--- src/i2cm_pkg.sv ---
package i2cm_pkg;
  // ----------------------------------------
  // Register offsets (byte addresses)
  // ----------------------------------------
  localparam logic [4:0] OFS_CTRL1 = 5'h00;
  localparam logic [4:0] OFS_CTRL2 = 5'h04;
  localparam logic [4:0] OFS_MODE = 5'h08;
  localparam logic [4:0] OFS_IEN = 5'h0C;
  localparam logic [4:0] OFS_STAT = 5'h10;
  localparam logic [4:0] OFS_TXD = 5'h14;
  localparam logic [4:0] OFS_RXD = 5'h18;
  // ----------------------------------------
  // Bit positions
  // ----------------------------------------
  localparam int B_ENABLE = 7;
  localparam int B_RXDIS = 6;
  localparam int B_MST = 5;
  localparam int B_TRS = 4;
  localparam int B_BUS_BUSY = 7;
  localparam int B_SCP = 6;
  localparam int B_DATA_LINE_OUTPUT = 5;
  localparam int B_DATA_LINE_WRITE_PROTECT = 4;
  localparam int B_CLOCK_LINE_MONITOR = 3;
  localparam int B_CURST = 1;
  localparam int B_MLS = 7;
  localparam int B_WAIT = 6;
  localparam int B_BIT_COUNT_WRITE_PROTECT = 3;
  localparam int B_ACK_CHECK_ENABLE = 2;
  localparam int B_ACK_RECEIVED = 1;
  localparam int B_ACK_TO_SEND = 0;
  localparam int B_TX_EMPTY_FLAG = 7;
  localparam int B_TX_DONE_FLAG = 6;
  localparam int B_RX_FULL_FLAG = 5;
  localparam int B_NACK = 4;
  localparam int B_STOP = 3;
  // ----------------------------------------
  // Reset values and timing
  // ----------------------------------------
  localparam logic [7:0] RST_CTRL1 = 8'h00;
  localparam logic [7:0] RST_MODE = 8'h30;
  localparam logic [7:0] RST_IEN = 8'h00;
  localparam logic [7:0] RST_TXD = 8'hFF;
  localparam logic [7:0] RST_RXD = 8'hFF;
  localparam int CLK_HZ = 50000000;
  localparam int SCL_FAST_HZ = 400000;
  // Quarter-bit period in cycles for rate select 0101, which gives 400 kHz
  localparam int QTR_FAST = CLK_HZ / (SCL_FAST_HZ * 4);
  localparam logic [3:0] CKS_FAST = 4'h5;
  // ----------------------------------------
  // Bus engine states
  // ----------------------------------------
  typedef enum logic [2:0] {
    ST_IDLE = 3'b000,
    ST_START = 3'b001,
    ST_BIT = 3'b010,
    ST_STOP = 3'b011,
    ST_HOLD = 3'b100
  } i2cm_state_type;
endpackage

--- src/i2cm_top.sv ---
// Local design decisions: the register addresses and the AXI4-Lite interface to the registers.
`timescale 1ns/10ps
// Function
// - Enable bit lets the controller drive SCL/SDA; clear means no transfers.
// - In master receive with receive-disable clear, reading receive data starts the next byte.
// - Master and transmit bits pick role: 10 master receive, 11 master transmit.
// - Rate select 0101 gives a 400 kHz SCL.
// - Writing busy/start-stop pair 10 generates a start condition.
// - Writing busy/start-stop pair 00 generates a stop condition.
// - Busy bit shows bus occupied; zero means released.
// - Data-line bit reads 1 when SDA output high; writing 1 releases SDA, writing 0 pulls it low.
// - Clock monitor bit is read-only, 1 when SCL output high.
// - Writing 1 to control-unit reset resets the control circuitry.
// - With wait bit clear, data and acknowledge run back to back.
// - Bit count 000 makes nine-bit transfers, eight data plus acknowledge.
// - Enable bits 7..3 gate the five interrupt requests individually.
// - With ack check on, a received acknowledge of 1 halts transfer.
// - In transmit mode the slave's acknowledge is captured read-only.
// - In receive mode the master sends the acknowledge-to-send value.
// - Status bits: tx empty 7, tx end 6, rx full 5, nack 4, stop 3, 2,1,0.
// - Receive data is read-only, holding the latest completed byte.
// - Transmit-end flag sets after the acknowledge bit that follows the byte.
// - In master receive a dummy read of receive data starts SCL clocks.
// - Transmit data moves to the shift register, then tx empty sets.
// - Receive-full sets on byte transfer to receive register, clears on read.
module i2cm_top #(
  parameter int QTR_DEFAULT = i2cm_pkg::QTR_FAST
) (
  // Clock and reset
  input wire logic I_CLK,
  input wire logic I_RST_B,
  // AXI4-Lite write address
  input wire logic I_AWVALID,
  output logic O_AWREADY,
  input wire logic [4:0] I_AWADDR,
  // AXI4-Lite write data
  input wire logic I_WVALID,
  output logic O_WREADY,
  input wire logic [31:0] I_WDATA,
  input wire logic [3:0] I_WSTRB,
  // AXI4-Lite write response
  output logic O_BVALID,
  input wire logic I_BREADY,
  output logic [1:0] O_BRESP,
  // AXI4-Lite read
  input wire logic I_ARVALID,
  output logic O_ARREADY,
  input wire logic [4:0] I_ARADDR,
  output logic O_RVALID,
  input wire logic I_RREADY,
  output logic [31:0] O_RDATA,
  output logic [1:0] O_RRESP,
  // I2C pins, open drain
  input wire logic I_SCL,
  output logic O_SCL,
  output logic O_SCL_OE,
  input wire logic I_SDA,
  output logic O_SDA,
  output logic O_SDA_OE,
  // Interrupt requests
  output logic O_TX_EMPTY_IRQ,
  output logic O_TX_DONE_IRQ,
  output logic O_RX_FULL_IRQ,
  output logic O_NO_ACK_IRQ,
  output logic O_STOP_SEEN_IRQ
);
  import i2cm_pkg::*;

  // Below three cycles a quarter bit leaves no time to see SCL high
  if (QTR_DEFAULT < 3) begin : g_qtr_check
    $error("QTR_DEFAULT too small");
  end

  typedef struct packed {
    logic awp;
    logic [4:0] awa;
    logic wp;
    logic [31:0] wd;
    logic bv;
    logic [1:0] br;
    logic rv;
    logic [31:0] rd;
    logic [1:0] rr;
    logic [7:0] ctl1;
    logic bus_busy;
    logic data_line_output;
    logic [7:0] mode;
    logic [7:0] ien;
    logic ack_received;
    logic tx_empty_flag, tx_done_flag, rx_full_flag, nack, stp;
    logic [7:0] txd;
    logic [7:0] rxd;
    logic [7:0] sh;
    logic txv;
    i2cm_state_type st;
    logic [3:0] bitn;
    logic [1:0] ph;
    logic [15:0] cnt;
    logic scl, sda;
    logic go_rx;
    logic [1:0] scl_s, sda_s;
    logic [4:0] irq;
    logic aw_rdy, w_rdy, ar_rdy, scl_oe, sda_oe;
  } i2cm_state_s_type;

  i2cm_state_s_type r_ff, nxt_r;
  logic [15:0] qtr;
  logic [3:0] nbits;
  logic wr_go, rd_go, tick, cu_rst;
  logic [4:0] wa;
  logic [7:0] wb;

  // ----------------------------------------
  // Rate and bit count decode
  // ----------------------------------------
  always_comb begin
    // Counter reload is one less than the quarter-bit length
    if (r_ff.ctl1[3:0] == CKS_FAST) begin
      qtr = 16'(QTR_DEFAULT) - 16'h0001;
    end else begin
      qtr = (16'(QTR_DEFAULT) << r_ff.ctl1[3:2]) - 16'h0001;
    end
    if (r_ff.mode[2:0] == 3'b000) begin
      nbits = 4'h9;
    end else begin
      nbits = {1'b0, r_ff.mode[2:0]} + 4'h1;
    end
  end

  // ----------------------------------------
  // Next-state logic
  // ----------------------------------------
  always_comb begin
    nxt_r = r_ff;
    nxt_r.scl_s = {r_ff.scl_s[0], I_SCL};
    nxt_r.sda_s = {r_ff.sda_s[0], I_SDA};
    tick = (r_ff.cnt == 16'h0000);
    // Bus handshakes
    if (I_AWVALID && O_AWREADY) begin
      nxt_r.awp = 1'b1;
      nxt_r.awa = I_AWADDR;
    end
    if (I_WVALID && O_WREADY) begin
      nxt_r.wp = 1'b1;
      nxt_r.wd = I_WDATA;
    end
    if (r_ff.bv && I_BREADY) nxt_r.bv = 1'b0;
    if (r_ff.rv && I_RREADY) nxt_r.rv = 1'b0;
    wr_go = r_ff.awp && r_ff.wp && !r_ff.bv;
    rd_go = I_ARVALID && !r_ff.rv;
    wa = r_ff.awa;
    wb = r_ff.wd[7:0];
    cu_rst = wr_go && (wa == OFS_CTRL2) && wb[B_CURST]; // Soft reset beats a same-cycle tick
    // Register write, low byte lane only
    if (wr_go) begin
      nxt_r.awp = 1'b0;
      nxt_r.wp = 1'b0;
      nxt_r.bv = 1'b1;
      nxt_r.br = 2'b00;
      case (wa)
        OFS_CTRL1: nxt_r.ctl1 = wb;
        OFS_CTRL2: begin
          if (wb[B_CURST]) begin
            nxt_r.st = ST_IDLE;
            nxt_r.bus_busy = 1'b0;
            nxt_r.scl = 1'b1;
            nxt_r.sda = 1'b1;
            nxt_r.txv = 1'b0;
            nxt_r.go_rx = 1'b0;
          end else if (!wb[B_BUS_BUSY] && !wb[B_SCP] && r_ff.bus_busy) begin
            nxt_r.st = ST_STOP;
            nxt_r.ph = 2'd0;
            nxt_r.cnt = qtr;
          end else if (wb[B_BUS_BUSY] && !wb[B_SCP] && r_ff.ctl1[B_ENABLE] && r_ff.ctl1[B_MST]) begin
            nxt_r.st = ST_START;
            nxt_r.ph = 2'd0;
            nxt_r.cnt = qtr;
          end
          if (!wb[B_DATA_LINE_WRITE_PROTECT]) nxt_r.data_line_output = wb[B_DATA_LINE_OUTPUT];
        end
        OFS_MODE: begin
          nxt_r.mode[7:4] = wb[7:4];
          if (!wb[B_BIT_COUNT_WRITE_PROTECT]) nxt_r.mode[2:0] = wb[2:0];
        end
        OFS_IEN: begin
          nxt_r.ien[7:2] = wb[7:2];
          nxt_r.ien[0] = wb[0];
        end
        OFS_STAT: begin
          // Flags clear by writing 0
          nxt_r.tx_empty_flag = r_ff.tx_empty_flag & wb[B_TX_EMPTY_FLAG];
          nxt_r.tx_done_flag = r_ff.tx_done_flag & wb[B_TX_DONE_FLAG];
          nxt_r.rx_full_flag = r_ff.rx_full_flag & wb[B_RX_FULL_FLAG];
          nxt_r.nack = r_ff.nack & wb[B_NACK];
          nxt_r.stp = r_ff.stp & wb[B_STOP];
        end
        OFS_TXD: begin
          nxt_r.txd = wb;
          nxt_r.txv = 1'b1;
          nxt_r.tx_empty_flag = 1'b0;
        end
        default: nxt_r.br = 2'b10;
      endcase
    end
    // Register read
    if (rd_go) begin
      nxt_r.rv = 1'b1;
      nxt_r.rr = 2'b00;
      nxt_r.rd = 32'h0000_0000;
      case (I_ARADDR)
        OFS_CTRL1: nxt_r.rd[7:0] = r_ff.ctl1;
        OFS_CTRL2: nxt_r.rd[7:0] = {r_ff.bus_busy, 1'b0, r_ff.data_line_output & r_ff.sda, 1'b1,
          r_ff.scl, 3'b101};
        OFS_MODE: nxt_r.rd[7:0] = r_ff.mode | 8'h08;
        OFS_IEN: nxt_r.rd[7:0] = {r_ff.ien[7:2], r_ff.ack_received, r_ff.ien[0]};
        OFS_STAT: nxt_r.rd[7:0] = {r_ff.tx_empty_flag, r_ff.tx_done_flag, r_ff.rx_full_flag, r_ff.nack, r_ff.stp, 3'b000};
        OFS_TXD: nxt_r.rd[7:0] = r_ff.txd;
        OFS_RXD: begin
          nxt_r.rd[7:0] = r_ff.rxd;
          nxt_r.rx_full_flag = 1'b0;
          if (!r_ff.ctl1[B_MST] || r_ff.ctl1[B_TRS] || r_ff.ctl1[B_RXDIS]) begin
            nxt_r.go_rx = r_ff.go_rx;
          end else begin
            nxt_r.go_rx = 1'b1;
          end
        end
        default: nxt_r.rr = 2'b10;
      endcase
    end
    // Bus engine, quarter-bit timebase
    nxt_r.cnt = (tick || r_ff.st == ST_IDLE || r_ff.st == ST_HOLD) ? nxt_r.cnt : r_ff.cnt - 16'h0001;
    if (!r_ff.ctl1[B_ENABLE] || cu_rst) begin
      nxt_r.st = ST_IDLE;
      nxt_r.scl = 1'b1;
      nxt_r.sda = 1'b1;
      nxt_r.bus_busy = 1'b0;
    end else if (tick) begin
      nxt_r.cnt = qtr;
      nxt_r.ph = r_ff.ph + 2'd1;
      case (r_ff.st)
        ST_START: begin
          case (r_ff.ph)
            2'd0: begin
              nxt_r.scl = 1'b1;
              nxt_r.sda = 1'b1;
            end
            2'd1: nxt_r.sda = 1'b0;
            2'd2: nxt_r.scl = 1'b0;
            default: begin
              nxt_r.bus_busy = 1'b1;
              nxt_r.tx_empty_flag = 1'b1;
              nxt_r.st = ST_HOLD;
            end
          endcase
        end
        ST_BIT: begin
          case (r_ff.ph)
            2'd0: begin
              if (r_ff.bitn == nbits - 4'h1) begin
                // Acknowledge slot, back to back with data
                nxt_r.sda = (r_ff.ctl1[B_TRS]) ? 1'b1 : r_ff.ien[B_ACK_TO_SEND];
              end else if (r_ff.ctl1[B_TRS]) begin
                nxt_r.sda = r_ff.mode[B_MLS] ? r_ff.sh[0] : r_ff.sh[7];
              end else begin
                nxt_r.sda = 1'b1;
              end
            end
            2'd1: nxt_r.scl = 1'b1;
            2'd2: begin
              if (r_ff.scl_s[1]) begin
                if (r_ff.bitn == nbits - 4'h1) begin
                  if (r_ff.ctl1[B_TRS]) begin
                    nxt_r.ack_received = r_ff.sda_s[1];
                    nxt_r.nack = r_ff.sda_s[1] | nxt_r.nack;
                  end
                end else if (r_ff.mode[B_MLS]) begin
                  nxt_r.sh = {r_ff.sda_s[1], r_ff.sh[7:1]};
                end else begin
                  nxt_r.sh = {r_ff.sh[6:0], r_ff.sda_s[1]};
                end
              end else begin
                nxt_r.ph = r_ff.ph; // Clock stretching
              end
            end
            default: begin
              nxt_r.scl = 1'b0;
              nxt_r.bitn = r_ff.bitn + 4'h1;
              if (r_ff.bitn == nbits - 4'h1) begin
                nxt_r.st = ST_HOLD;
                if (r_ff.ctl1[B_TRS]) begin
                  nxt_r.tx_done_flag = 1'b1;
                end else begin
                  nxt_r.rxd = r_ff.sh;
                  nxt_r.rx_full_flag = 1'b1;
                end
              end
            end
          endcase
        end
        ST_STOP: begin
          case (r_ff.ph)
            2'd0: nxt_r.sda = 1'b0;
            2'd1: nxt_r.scl = 1'b1;
            2'd2: nxt_r.sda = 1'b1;
            default: begin
              nxt_r.bus_busy = 1'b0;
              nxt_r.stp = 1'b1;
              nxt_r.st = ST_IDLE;
            end
          endcase
        end
        default: nxt_r.ph = 2'd0;
      endcase
    end
    // Launch next byte from hold
    if (r_ff.ctl1[B_ENABLE] && r_ff.st == ST_HOLD && nxt_r.st == ST_HOLD) begin
      if (r_ff.ien[B_ACK_CHECK_ENABLE] && r_ff.ack_received && r_ff.ctl1[B_TRS]) begin
        nxt_r.st = ST_HOLD;
      end else if (r_ff.ctl1[B_MST] && r_ff.ctl1[B_TRS] && r_ff.txv) begin
        nxt_r.sh = r_ff.txd;
        nxt_r.txv = 1'b0;
        nxt_r.tx_empty_flag = 1'b1;
        nxt_r.st = ST_BIT;
        nxt_r.bitn = 4'h0;
        nxt_r.ph = 2'd0;
        nxt_r.cnt = qtr;
      end else if (r_ff.ctl1[B_MST] && !r_ff.ctl1[B_TRS] && r_ff.go_rx) begin
        nxt_r.go_rx = 1'b0;
        nxt_r.st = ST_BIT;
        nxt_r.bitn = 4'h0;
        nxt_r.ph = 2'd0;
        nxt_r.cnt = qtr;
      end
    end
    // Interrupt request gating
    nxt_r.irq = nxt_r.ien[7:3] & {nxt_r.tx_empty_flag, nxt_r.tx_done_flag, nxt_r.rx_full_flag, nxt_r.nack, nxt_r.stp};
    // Ready and pin-drive outputs kept in flip-flops
    nxt_r.aw_rdy = !nxt_r.awp;
    nxt_r.w_rdy = !nxt_r.wp;
    nxt_r.ar_rdy = !nxt_r.rv;
    nxt_r.scl_oe = !nxt_r.scl;
    nxt_r.sda_oe = !(nxt_r.sda & nxt_r.data_line_output);
  end

  // ----------------------------------------
  // State register
  // ----------------------------------------
  always_ff @(posedge I_CLK) begin
    if (!I_RST_B) begin
      r_ff <= '0;
      r_ff.ctl1 <= RST_CTRL1;
      r_ff.mode <= RST_MODE;
      r_ff.ien <= RST_IEN;
      r_ff.txd <= RST_TXD;
      r_ff.rxd <= RST_RXD;
      r_ff.data_line_output <= 1'b1;
      r_ff.scl <= 1'b1;
      r_ff.sda <= 1'b1;
      r_ff.scl_s <= 2'b11;
      r_ff.sda_s <= 2'b11;
      r_ff.st <= ST_IDLE;
      r_ff.aw_rdy <= 1'b1;
      r_ff.w_rdy <= 1'b1;
      r_ff.ar_rdy <= 1'b1;
    end else begin
      r_ff <= nxt_r;
    end
  end

  // ----------------------------------------
  // Outputs
  // ----------------------------------------
  assign O_AWREADY = r_ff.aw_rdy;
  assign O_WREADY = r_ff.w_rdy;
  assign O_BVALID = r_ff.bv;
  assign O_BRESP = r_ff.br;
  assign O_ARREADY = r_ff.ar_rdy;
  assign O_RVALID = r_ff.rv;
  assign O_RDATA = r_ff.rd;
  assign O_RRESP = r_ff.rr;
  assign O_SCL = 1'b0;
  assign O_SCL_OE = r_ff.scl_oe;
  assign O_SDA = 1'b0;
  assign O_SDA_OE = r_ff.sda_oe;
  assign {O_TX_EMPTY_IRQ, O_TX_DONE_IRQ, O_RX_FULL_IRQ, O_NO_ACK_IRQ, O_STOP_SEEN_IRQ} = r_ff.irq;
endmodule

--- config.mk ---
export PLATFORM = sky130hd
export DESIGN_NAME = i2cm_top
export DESIGN_NICKNAME = d
export VERILOG_FILES = /design/src/i2cm_pkg.sv /design/src/i2cm_top.sv
export SDC_FILE = /design/constraint.sdc
export NUM_CORES = 1
export LEC_CHECK = 0
export CAP_MARGIN = 0
export CORE_ASPECT_RATIO = 1.25
export CORE_MARGIN = 2
export CORE_UTILIZATION = 46
export CTS_BUF_LIST = sky130_fd_sc_hd__clkbuf_16
export DETAILED_ROUTE_END_ITERATION = 16
export DONT_BUFFER_PORTS = 1
export PLACE_DENSITY = 0.67
export SLEW_MARGIN = 30
export SYNTH_ARGS = -nofsm -noshare
export SYNTH_HDL_FRONTEND = slang
export SYNTH_SLANG_ARGS = --single-unit
--- constraint.sdc ---
create_clock -name I_CLK -period 2.3 [get_ports I_CLK]
set_input_delay 0.345 -clock I_CLK [delete_from_list [all_inputs] [get_ports I_CLK]]
set_output_delay 0.345 -clock I_CLK [all_outputs]
set_load 0.01 [all_outputs]
==> results of run 1 <==
-- sequential cells by signal, indices dropped and copies added, names as in the netlist --
| name | cells |
|---|---|
| O_SDA_OE | 1 |
| O_TX_EMPTY_IRQ | 1 |
| O_BVALID | 1 |
| nxt_r | 2 |
| O_STOP_SEEN_IRQ | 1 |
| O_BRESP | 1 |
| O_ARREADY | 1 |
| O_AWREADY | 1 |
| O_RRESP | 1 |
| r_ff | 95 |
| O_RX_FULL_IRQ | 1 |
| O_NO_ACK_IRQ | 1 |
| O_RDATA | 8 |
| wa | 5 |
| O_WREADY | 1 |
| O_SCL_OE | 1 |
| O_RVALID | 1 |
| O_TX_DONE_IRQ | 1 |
-- how the worst max path moves through the flow --
stage,endpoint,cells past startpoint,slack (ns)
6_report,r_ff[48],9,-0.05
5_1_grt,r_ff[48],9,-0.14
4_1_cts,r_ff[57],9,-0.02
3_5_place_dp,r_ff[50],9,-0.19
3_3_place_gp,r_ff[50],9,-0.08
2_1_floorplan,r_ff[51],9,0.02
-- Yosys cell counts (3+ instances only) --
master / instances
a22oi_1: 10
inv_1: 20
xor2_1: 5
o211ai_1: 6
a31oi_1: 12
nand2b_1: 11
o211a_1: 3
nand4_1: 5
and2_1: 13
or2_2: 6
nor2_1: 41
o21ai_1: 8
a41oi_1: 3
nor2b_1: 24
a32oi_1: 5
buf_4: 39
clkbuf_1: 29
nor3_1: 13
xnor2_1: 4
nand2_1: 114
dfxtp_1: 124
nor4_1: 3
or3_1: 7
a211oi_1: 6
o31ai_1: 5
nor3b_1: 8
ha_1: 9
a311oi_1: 4
mux2_2: 10
nand3_1: 25
o21ai_0: 25
a21boi_0: 28
mux2i_1: 45
a21oi_1: 22
or4_1: 3
nand3b_1: 4
and3_1: 9
-- timing repair --
action	CTS	global route
endpoints found under the setup margin	40	45
pin swaps	4	12
endpoints found under the hold margin	19	0
buffers inserted	2	7
hold buffers	12	0
gates cloned	0	3
gates resized for setup	21	38
-- power by group through the flow --
stage	Combinational (W)	Sequential, W	Clock (W)
global placement	0.000226	0.00227	0
global route	0.000274	0.00223	0.00276
CTS	0.000243	0.00223	0.00265
floorplan	0.000227	0.00226	0
detailed placement	0.000232	0.00228	0
finish	0.000253	0.00223	0.00261
-- worst max-delay path, cell delays in order (launching register included) --
cell,delay (ns)
dfxtp_4,0.39
inv_4,0.05
ha_4,0.16
or3_4,0.37
a211oi_2,0.20
xnor3_2,0.36
a31oi_4,0.20
buf_12,0.18
mux2i_2,0.24
o21ai_1,0.09
-- per-layer routing --
metal / GRT usage (%) / wire length (um)
met2: 44.9 / 9780
met3: 5.80 / 824
met5: 0 / 0
met1: 27.2 / 7590
met4: 13.4 / 808
-- area by class of cell --
class / count / area [um^2]
fillers: 1197 / 5690
clock inverters: 14 / 149
repair buffers: 109 / 905
clock buffers: 17 / 425
flip-flops and latches: 124 / 2500
multi-input cells: 567 / 3850
well taps: 175 / 219
inverters: 20 / 77.6
-- kinds of logic after synthesis --
group           Yosys count  synth area share [%]
buf+inv                  92                  7.82
simple gates            303                  24.2
fa+ha+maj                 9                  1.73
compound gates          162                  17.9
mux                      55                  8.64
flops                   124                  38.1
xor+xnor                 10                  1.56
other cells               1                0.0576
-- stage by stage --
step	cells	hold slack (ns)
after detailed placement	971	0.413
after CTS	1016	0.00615
after floorplan	783	0.386
after global placement	971	0.411
after global routing	1026	0.0139
final	1026	0.0213
==> results.md, run 1 <==
- Status: complete, but fails checks
- Violated checks: setup timing
- Clk_lat worst skew: between 0.4 and 0.5 ns
- Async SR Flop Fraction: 0%
- Vias: just under 6000
- Chip height: roughly 140 um
- Die area: 15100 um^2
- Fmax: approximately 420 MHz
- Number of synthesized flops with an enable pin: 0
- Critical Path Fanout Max: 8
- Internal cell power: about 0.0039 W
- GP Congestion: 0.937
- Maximum vdd drop: around 460 uV
- Yosys top cell by area: dfxtp_1
- Clock root cell: clkbuf_16
- CTS Sinks: about 120
- Syn Inst Count: 756
- Final Routed Wirelength: 19000 um
- Number of CTS-inserted buffers: 17
- Hold Startpoint: I_RST_B
- Synth top area share: 38.1%
- Final worst path period share: 102%
- Number of global-route vias before repair: approximately 6000
- CP Launch Type: flop
- Final setup fails: 10
- Starting Density: a little under half
- Clock skew: 0.00968 ns
- Area Overhead vs Synth: 24.8%
- Leakage dissipation: 3.23 nW
- Pwr Total: approximately 0.0051 W
- Switching share of power: a little under a quarter
- Flop pwr share: between 40% and 50%
- Number of hold violations in the final report: 0
- First-pass GRT wire length: around 30000 um
- Detailed Routing Iterations Pass 1: 4
- Final Critical Period: approximately 2.4 ns
- Top_reg_cell synth: dfxtp_1
- Crit path kind: reg -> reg
- Placed cell area: around 7100 um^2
- DR DRC count: 0
- Routed vias/inst: 5.72
- Reg2reg path depth: 9
- Final Max Tran Viols: 0
- Post-route design area: about 8100 um^2
- Critical Path End Type: flop
- Largest net degree at the start of global routing: 86
- Max clock buf depth: 2
- Pwr/cell area: 626 nW/um^2
- CP Launch Point: r_ff[81]
- Syn_area_per_cell: around 8.6 um^2
- Warnings, synthesis: 0
- Antenna Cells: 0
- Worst Hold Path EP: O_AWREADY
- R2R setup slack: -0.05 ns
- Core Util, Final: around three fifths
- Yosys reg bits: 124
- NumNets Final: between 900 and 1000
- Seq/Total Area, Yosys: a little under two fifths
- RSZ-0062 raised after global routing: true
- FF-to-FF Start: r_ff[81]
- Routed wire per std cell: roughly 19 um
- First DRT Iteration DRCs: 300
- Initial antenna violation count: 0
- CTS tree: built
- Synthesized cell area: between 6000 and 7000 um^2
- Commonest non-fill, non-tap cell in the layout: dfxtp_1
- IO Pins: 105
- Fin Setup TNS: -0.172 ns
- Rel. slew slack: between 60 and 70%
- Global route overflow: 0
- Routed Antenna Nets: 0
- Hold crit path type: in -> reg
- Combinational share of power: around 5.0%
- Core area: roughly 14000 um^2
- Place WS: -0.187 ns
- Die Wd: roughly 110 um
- Worst Path Arrival: ~2.7 ns
- Gr usage total: 24.9%
- Reg2reg end: r_ff[48]
- Worst-margin pin slew: a little under 0.6 ns
- Worst Hold Path Cells: 1
- H-tree depth: 4
- Req. time, crit path: between 2 and 3 ns
- Clock network power share: about half
- Synth area leaders: dfxtp_1, mux2i_1, nand2_1
- Share of layout cells above drive strength 1: a little under a quarter
- Switch Pwr: between 0.001 and 0.0015 W
- Clk pin slew, worst setup/hold paths: about 0.060 ns
- Max-cap viol count: 0
- Port bufs: 0
- PnR worst setup slack: -0.0533 ns
- DP HPWL: roughly 14000 um
- Most frequent cells in the layout: dfxtp_1, nand2_1, buf_4, mux2i_1, nor2_1
- Synth cell types: 74
- Row cnt: between 40 and 50
No activity file was read; power rests on OpenSTA's default activity.
==> inputs of run 2 (changes only) <==
--- a/config.mk
+++ b/config.mk
@@ -5,14 +5,14 @@
 export SDC_FILE = /design/constraint.sdc
 export NUM_CORES = 1
 export LEC_CHECK = 0
+export BUFFER_PORTS_ARGS = -buffer_cell sky130_fd_sc_hd__buf_2
 export CAP_MARGIN = 0
 export CORE_ASPECT_RATIO = 1.25
 export CORE_MARGIN = 2
 export CORE_UTILIZATION = 46
 export CTS_BUF_LIST = sky130_fd_sc_hd__clkbuf_16
 export DETAILED_ROUTE_END_ITERATION = 16
-export DONT_BUFFER_PORTS = 1
-export PLACE_DENSITY = 0.67
+export PLACE_DENSITY = 0.74
 export SLEW_MARGIN = 30
 export SYNTH_ARGS = -nofsm -noshare
 export SYNTH_HDL_FRONTEND = slang
==> run 2 against run 1 <==
Clock-buffer cell count unchanged; sequential share of layout area about the same; fmax decreased by 2.6%; cell area decreased by 0.45%; the flow still finishes with violations (setup timing).
==> results.md, run 2 (synthesis results as in run 1) <==
- Antenna Cells: 0 (unchanged)
- Req. time, crit path: 2.59 ns (about the same)
- Number of global-route vias before repair: 5619 (-4.6%)
- Status: complete, but fails checks
- CTS Sinks: 124 (unchanged)
- IO Pins: 105 (unchanged)
- Routed Antenna Nets: 0 (unchanged)
- H-tree depth: 4 (unchanged)
- First DRT Iteration DRCs: 351 (+17%)
- Routed vias/inst: 5.52 (-3.5%)
- CTS tree: built
- Maximum vdd drop: 482 uV (+3.9%)
- Violated checks: setup timing
- Hold_ws: 0.104 ns (+0.0829 ns)
- Initial antenna violation count: 0 (unchanged)
- NumNets Final: 933 (+3.3%)
- Die Wd: 110 um (unchanged)
- Pwr/cell area: 606 nW/um^2 (-3.2%)
- Share of layout cells above drive strength 1: 26.3% (+2.6 points)
- Number of CTS-inserted buffers: 17 (unchanged)
- DP HPWL: 12900 um (-5.2%)
- Final Max Tran Viols: 0 (unchanged)
- Core area: 13800 um^2 (unchanged)
- Rel. slew slack: 60.3% (about the same)
- Final worst path period share: 105% (+2.7 points)
- Largest net degree at the start of global routing: 39 (-55%)
- DR DRC count: 0 (unchanged)
- Pwr Total: 0.00490 W (-3.6%)
- Clock skew: 0.00785 ns (-0.00183 ns)
- Crit path kind: reg -> reg
- Port bufs: 48 (+48)
- Hold crit path type: in -> reg
- CP Launch Type: flop
- Most frequent cells in the layout: dfxtp_1, nand2_1, buf_4, buf_2, mux2i_1
- Starting Density: 47.2% (unchanged)
- RSZ-0062 raised after global routing: true
- Critical Path Fanout Max: 5 (-3)
- Fmax: 414 MHz (-2.6%)
- Clk_lat worst skew: 0.42 ns (about the same)
- Global route overflow: 0 (unchanged)
- PnR worst setup slack: -0.115 ns (-0.0620 ns)
- Max clock buf depth: 2 (unchanged)
- Row cnt: 48 (unchanged)
- Max reg flops: 95 (unchanged)
- Final setup fails: 8 (-2)
- Largest Register: r_ff
- Area Overhead vs Synth: 24.2%
- Number of hold violations in the final report: 0 (unchanged)
- First-pass GRT wire length: 28200 um (-5.2%)
- Gr usage total: 23.5% (-1.4 points)
- Commonest non-fill, non-tap cell in the layout: dfxtp_1
- Clock root cell: clkbuf_16
- Routed wire per std cell: 16.7 um (-9.9%)
- Final Critical Period: 2.42 ns (+0.0620 ns)
- Worst-margin pin slew: 0.595 ns (+0.00483 ns)
- GP Congestion: 0.939 (+0.25%)
- Critical Path End Type: flop
- Detailed Routing Iterations Pass 1: 5 (+1)
- Max-cap viol count: 0 (unchanged)
- Leakage dissipation: 3.40 nW (+5.0%)
- Clk pin slew, worst setup/hold paths: 0.06 ns (about the same)
- Worst Path Arrival: 2.71 ns (+0.06 ns)
- Chip height: 137 um (unchanged)
- Final Routed Wirelength: 17600 um (-7.2%)
- Hold_buf cts: 0 (-12)
- Vias: 5836 (-0.61%)
- Fill count: 1245 (+4.0%)
- Die area: 15100 um^2 (unchanged)
## run 2: changes by cell type in the layout (fill, tap and decap cells not counted), moves of 3 or more
cell,before,now
dfxtp_4,3,0
buf_4,87,83
mux2i_1,41,44
dfxtp_1,118,121
clkinv_1,0,3
dlygate4sd3_1,12,0
buf_2,2,48
## run 2: repair_timing
item                       in CTS  in global routing
setup endpoints to repair      30                 52
buffers inserted                7                  4
resized for setup              18                 26
pin swaps                      12                 15
gates cloned                    0                  1
## run 2: power by group
group,total (W),leakage [nW],internal [W],switching (W)
clock,0.00236,0.248,0.00136,0.00100
combinational,0.000321,2.14,0.000126,0.000195
sequential,0.00222,1.01,0.00218,0.0000357
## run 2: worst max-delay path, stage by stage, from the launching register on
cell	delay, ns
dfxtp_1	0.31
or4_4	0.53
buf_6	0.15
nor4b_4	0.27
buf_4	0.16
nand4b_4	0.13
a31oi_4	0.26
buf_6	0.16
mux2i_1	0.23
o21ai_1	0.08
## run 2: path summary, 6_finish.rpt
check | start | end | slack (ns) | depth (start not counted)
worst max-delay path | r_ff[25] | r_ff[43] | -0.12 | 9
worst min-delay path | I_SCL | nxt_r[13] | 0.10 | 2
worst max register to register | r_ff[25] | r_ff[43] | -0.12 | 9
worst min register to register | nxt_r[13] | r_ff[13] | 0.41 | 1
## run 2: layout make-up
| cell class | instances | area [um^2] | area share (%) |
|---|---|---|---|
| Multi-Input combinational cell | 567 | 3800 | 47.0 |
| Sequential cell | 124 | 2490 | 30.7 |
| Timing Repair Buffer | 139 | 985 | 12.2 |
| Clock buffer | 17 | 425 | 5.26 |
| Tap cell | 175 | 219 | 2.71 |
| Clock inverter | 15 | 100 | 1.24 |
| Inverter | 20 | 75.1 | 0.928 |
## run 2: per-stage QoR
step                util [%]  instance area (um^2)  worst slack [ns]  setup TNS [ns]  instances
global placement        52.6                  7270           -0.0937          -0.621       1013
CTS                     57.4                  7930          -0.00473        -0.00473       1052
global route            58.6                  8090            -0.195           -1.65       1057
finish                  58.6                  8090            -0.115          -0.505       1057
floorplan                  -                  6630            0.0244               0        783
detailed placement      52.6                  7270            -0.168           -1.98       1013
## run 2: metal layers
layer	vias to the layer above	track usage (%)	wire length, um
li1	2843	-	-
met1	2736	27.2	7160
met2	206	41.1	8810
met3	51	5.18	979
met4	0	11.8	684
met5	-	0	0
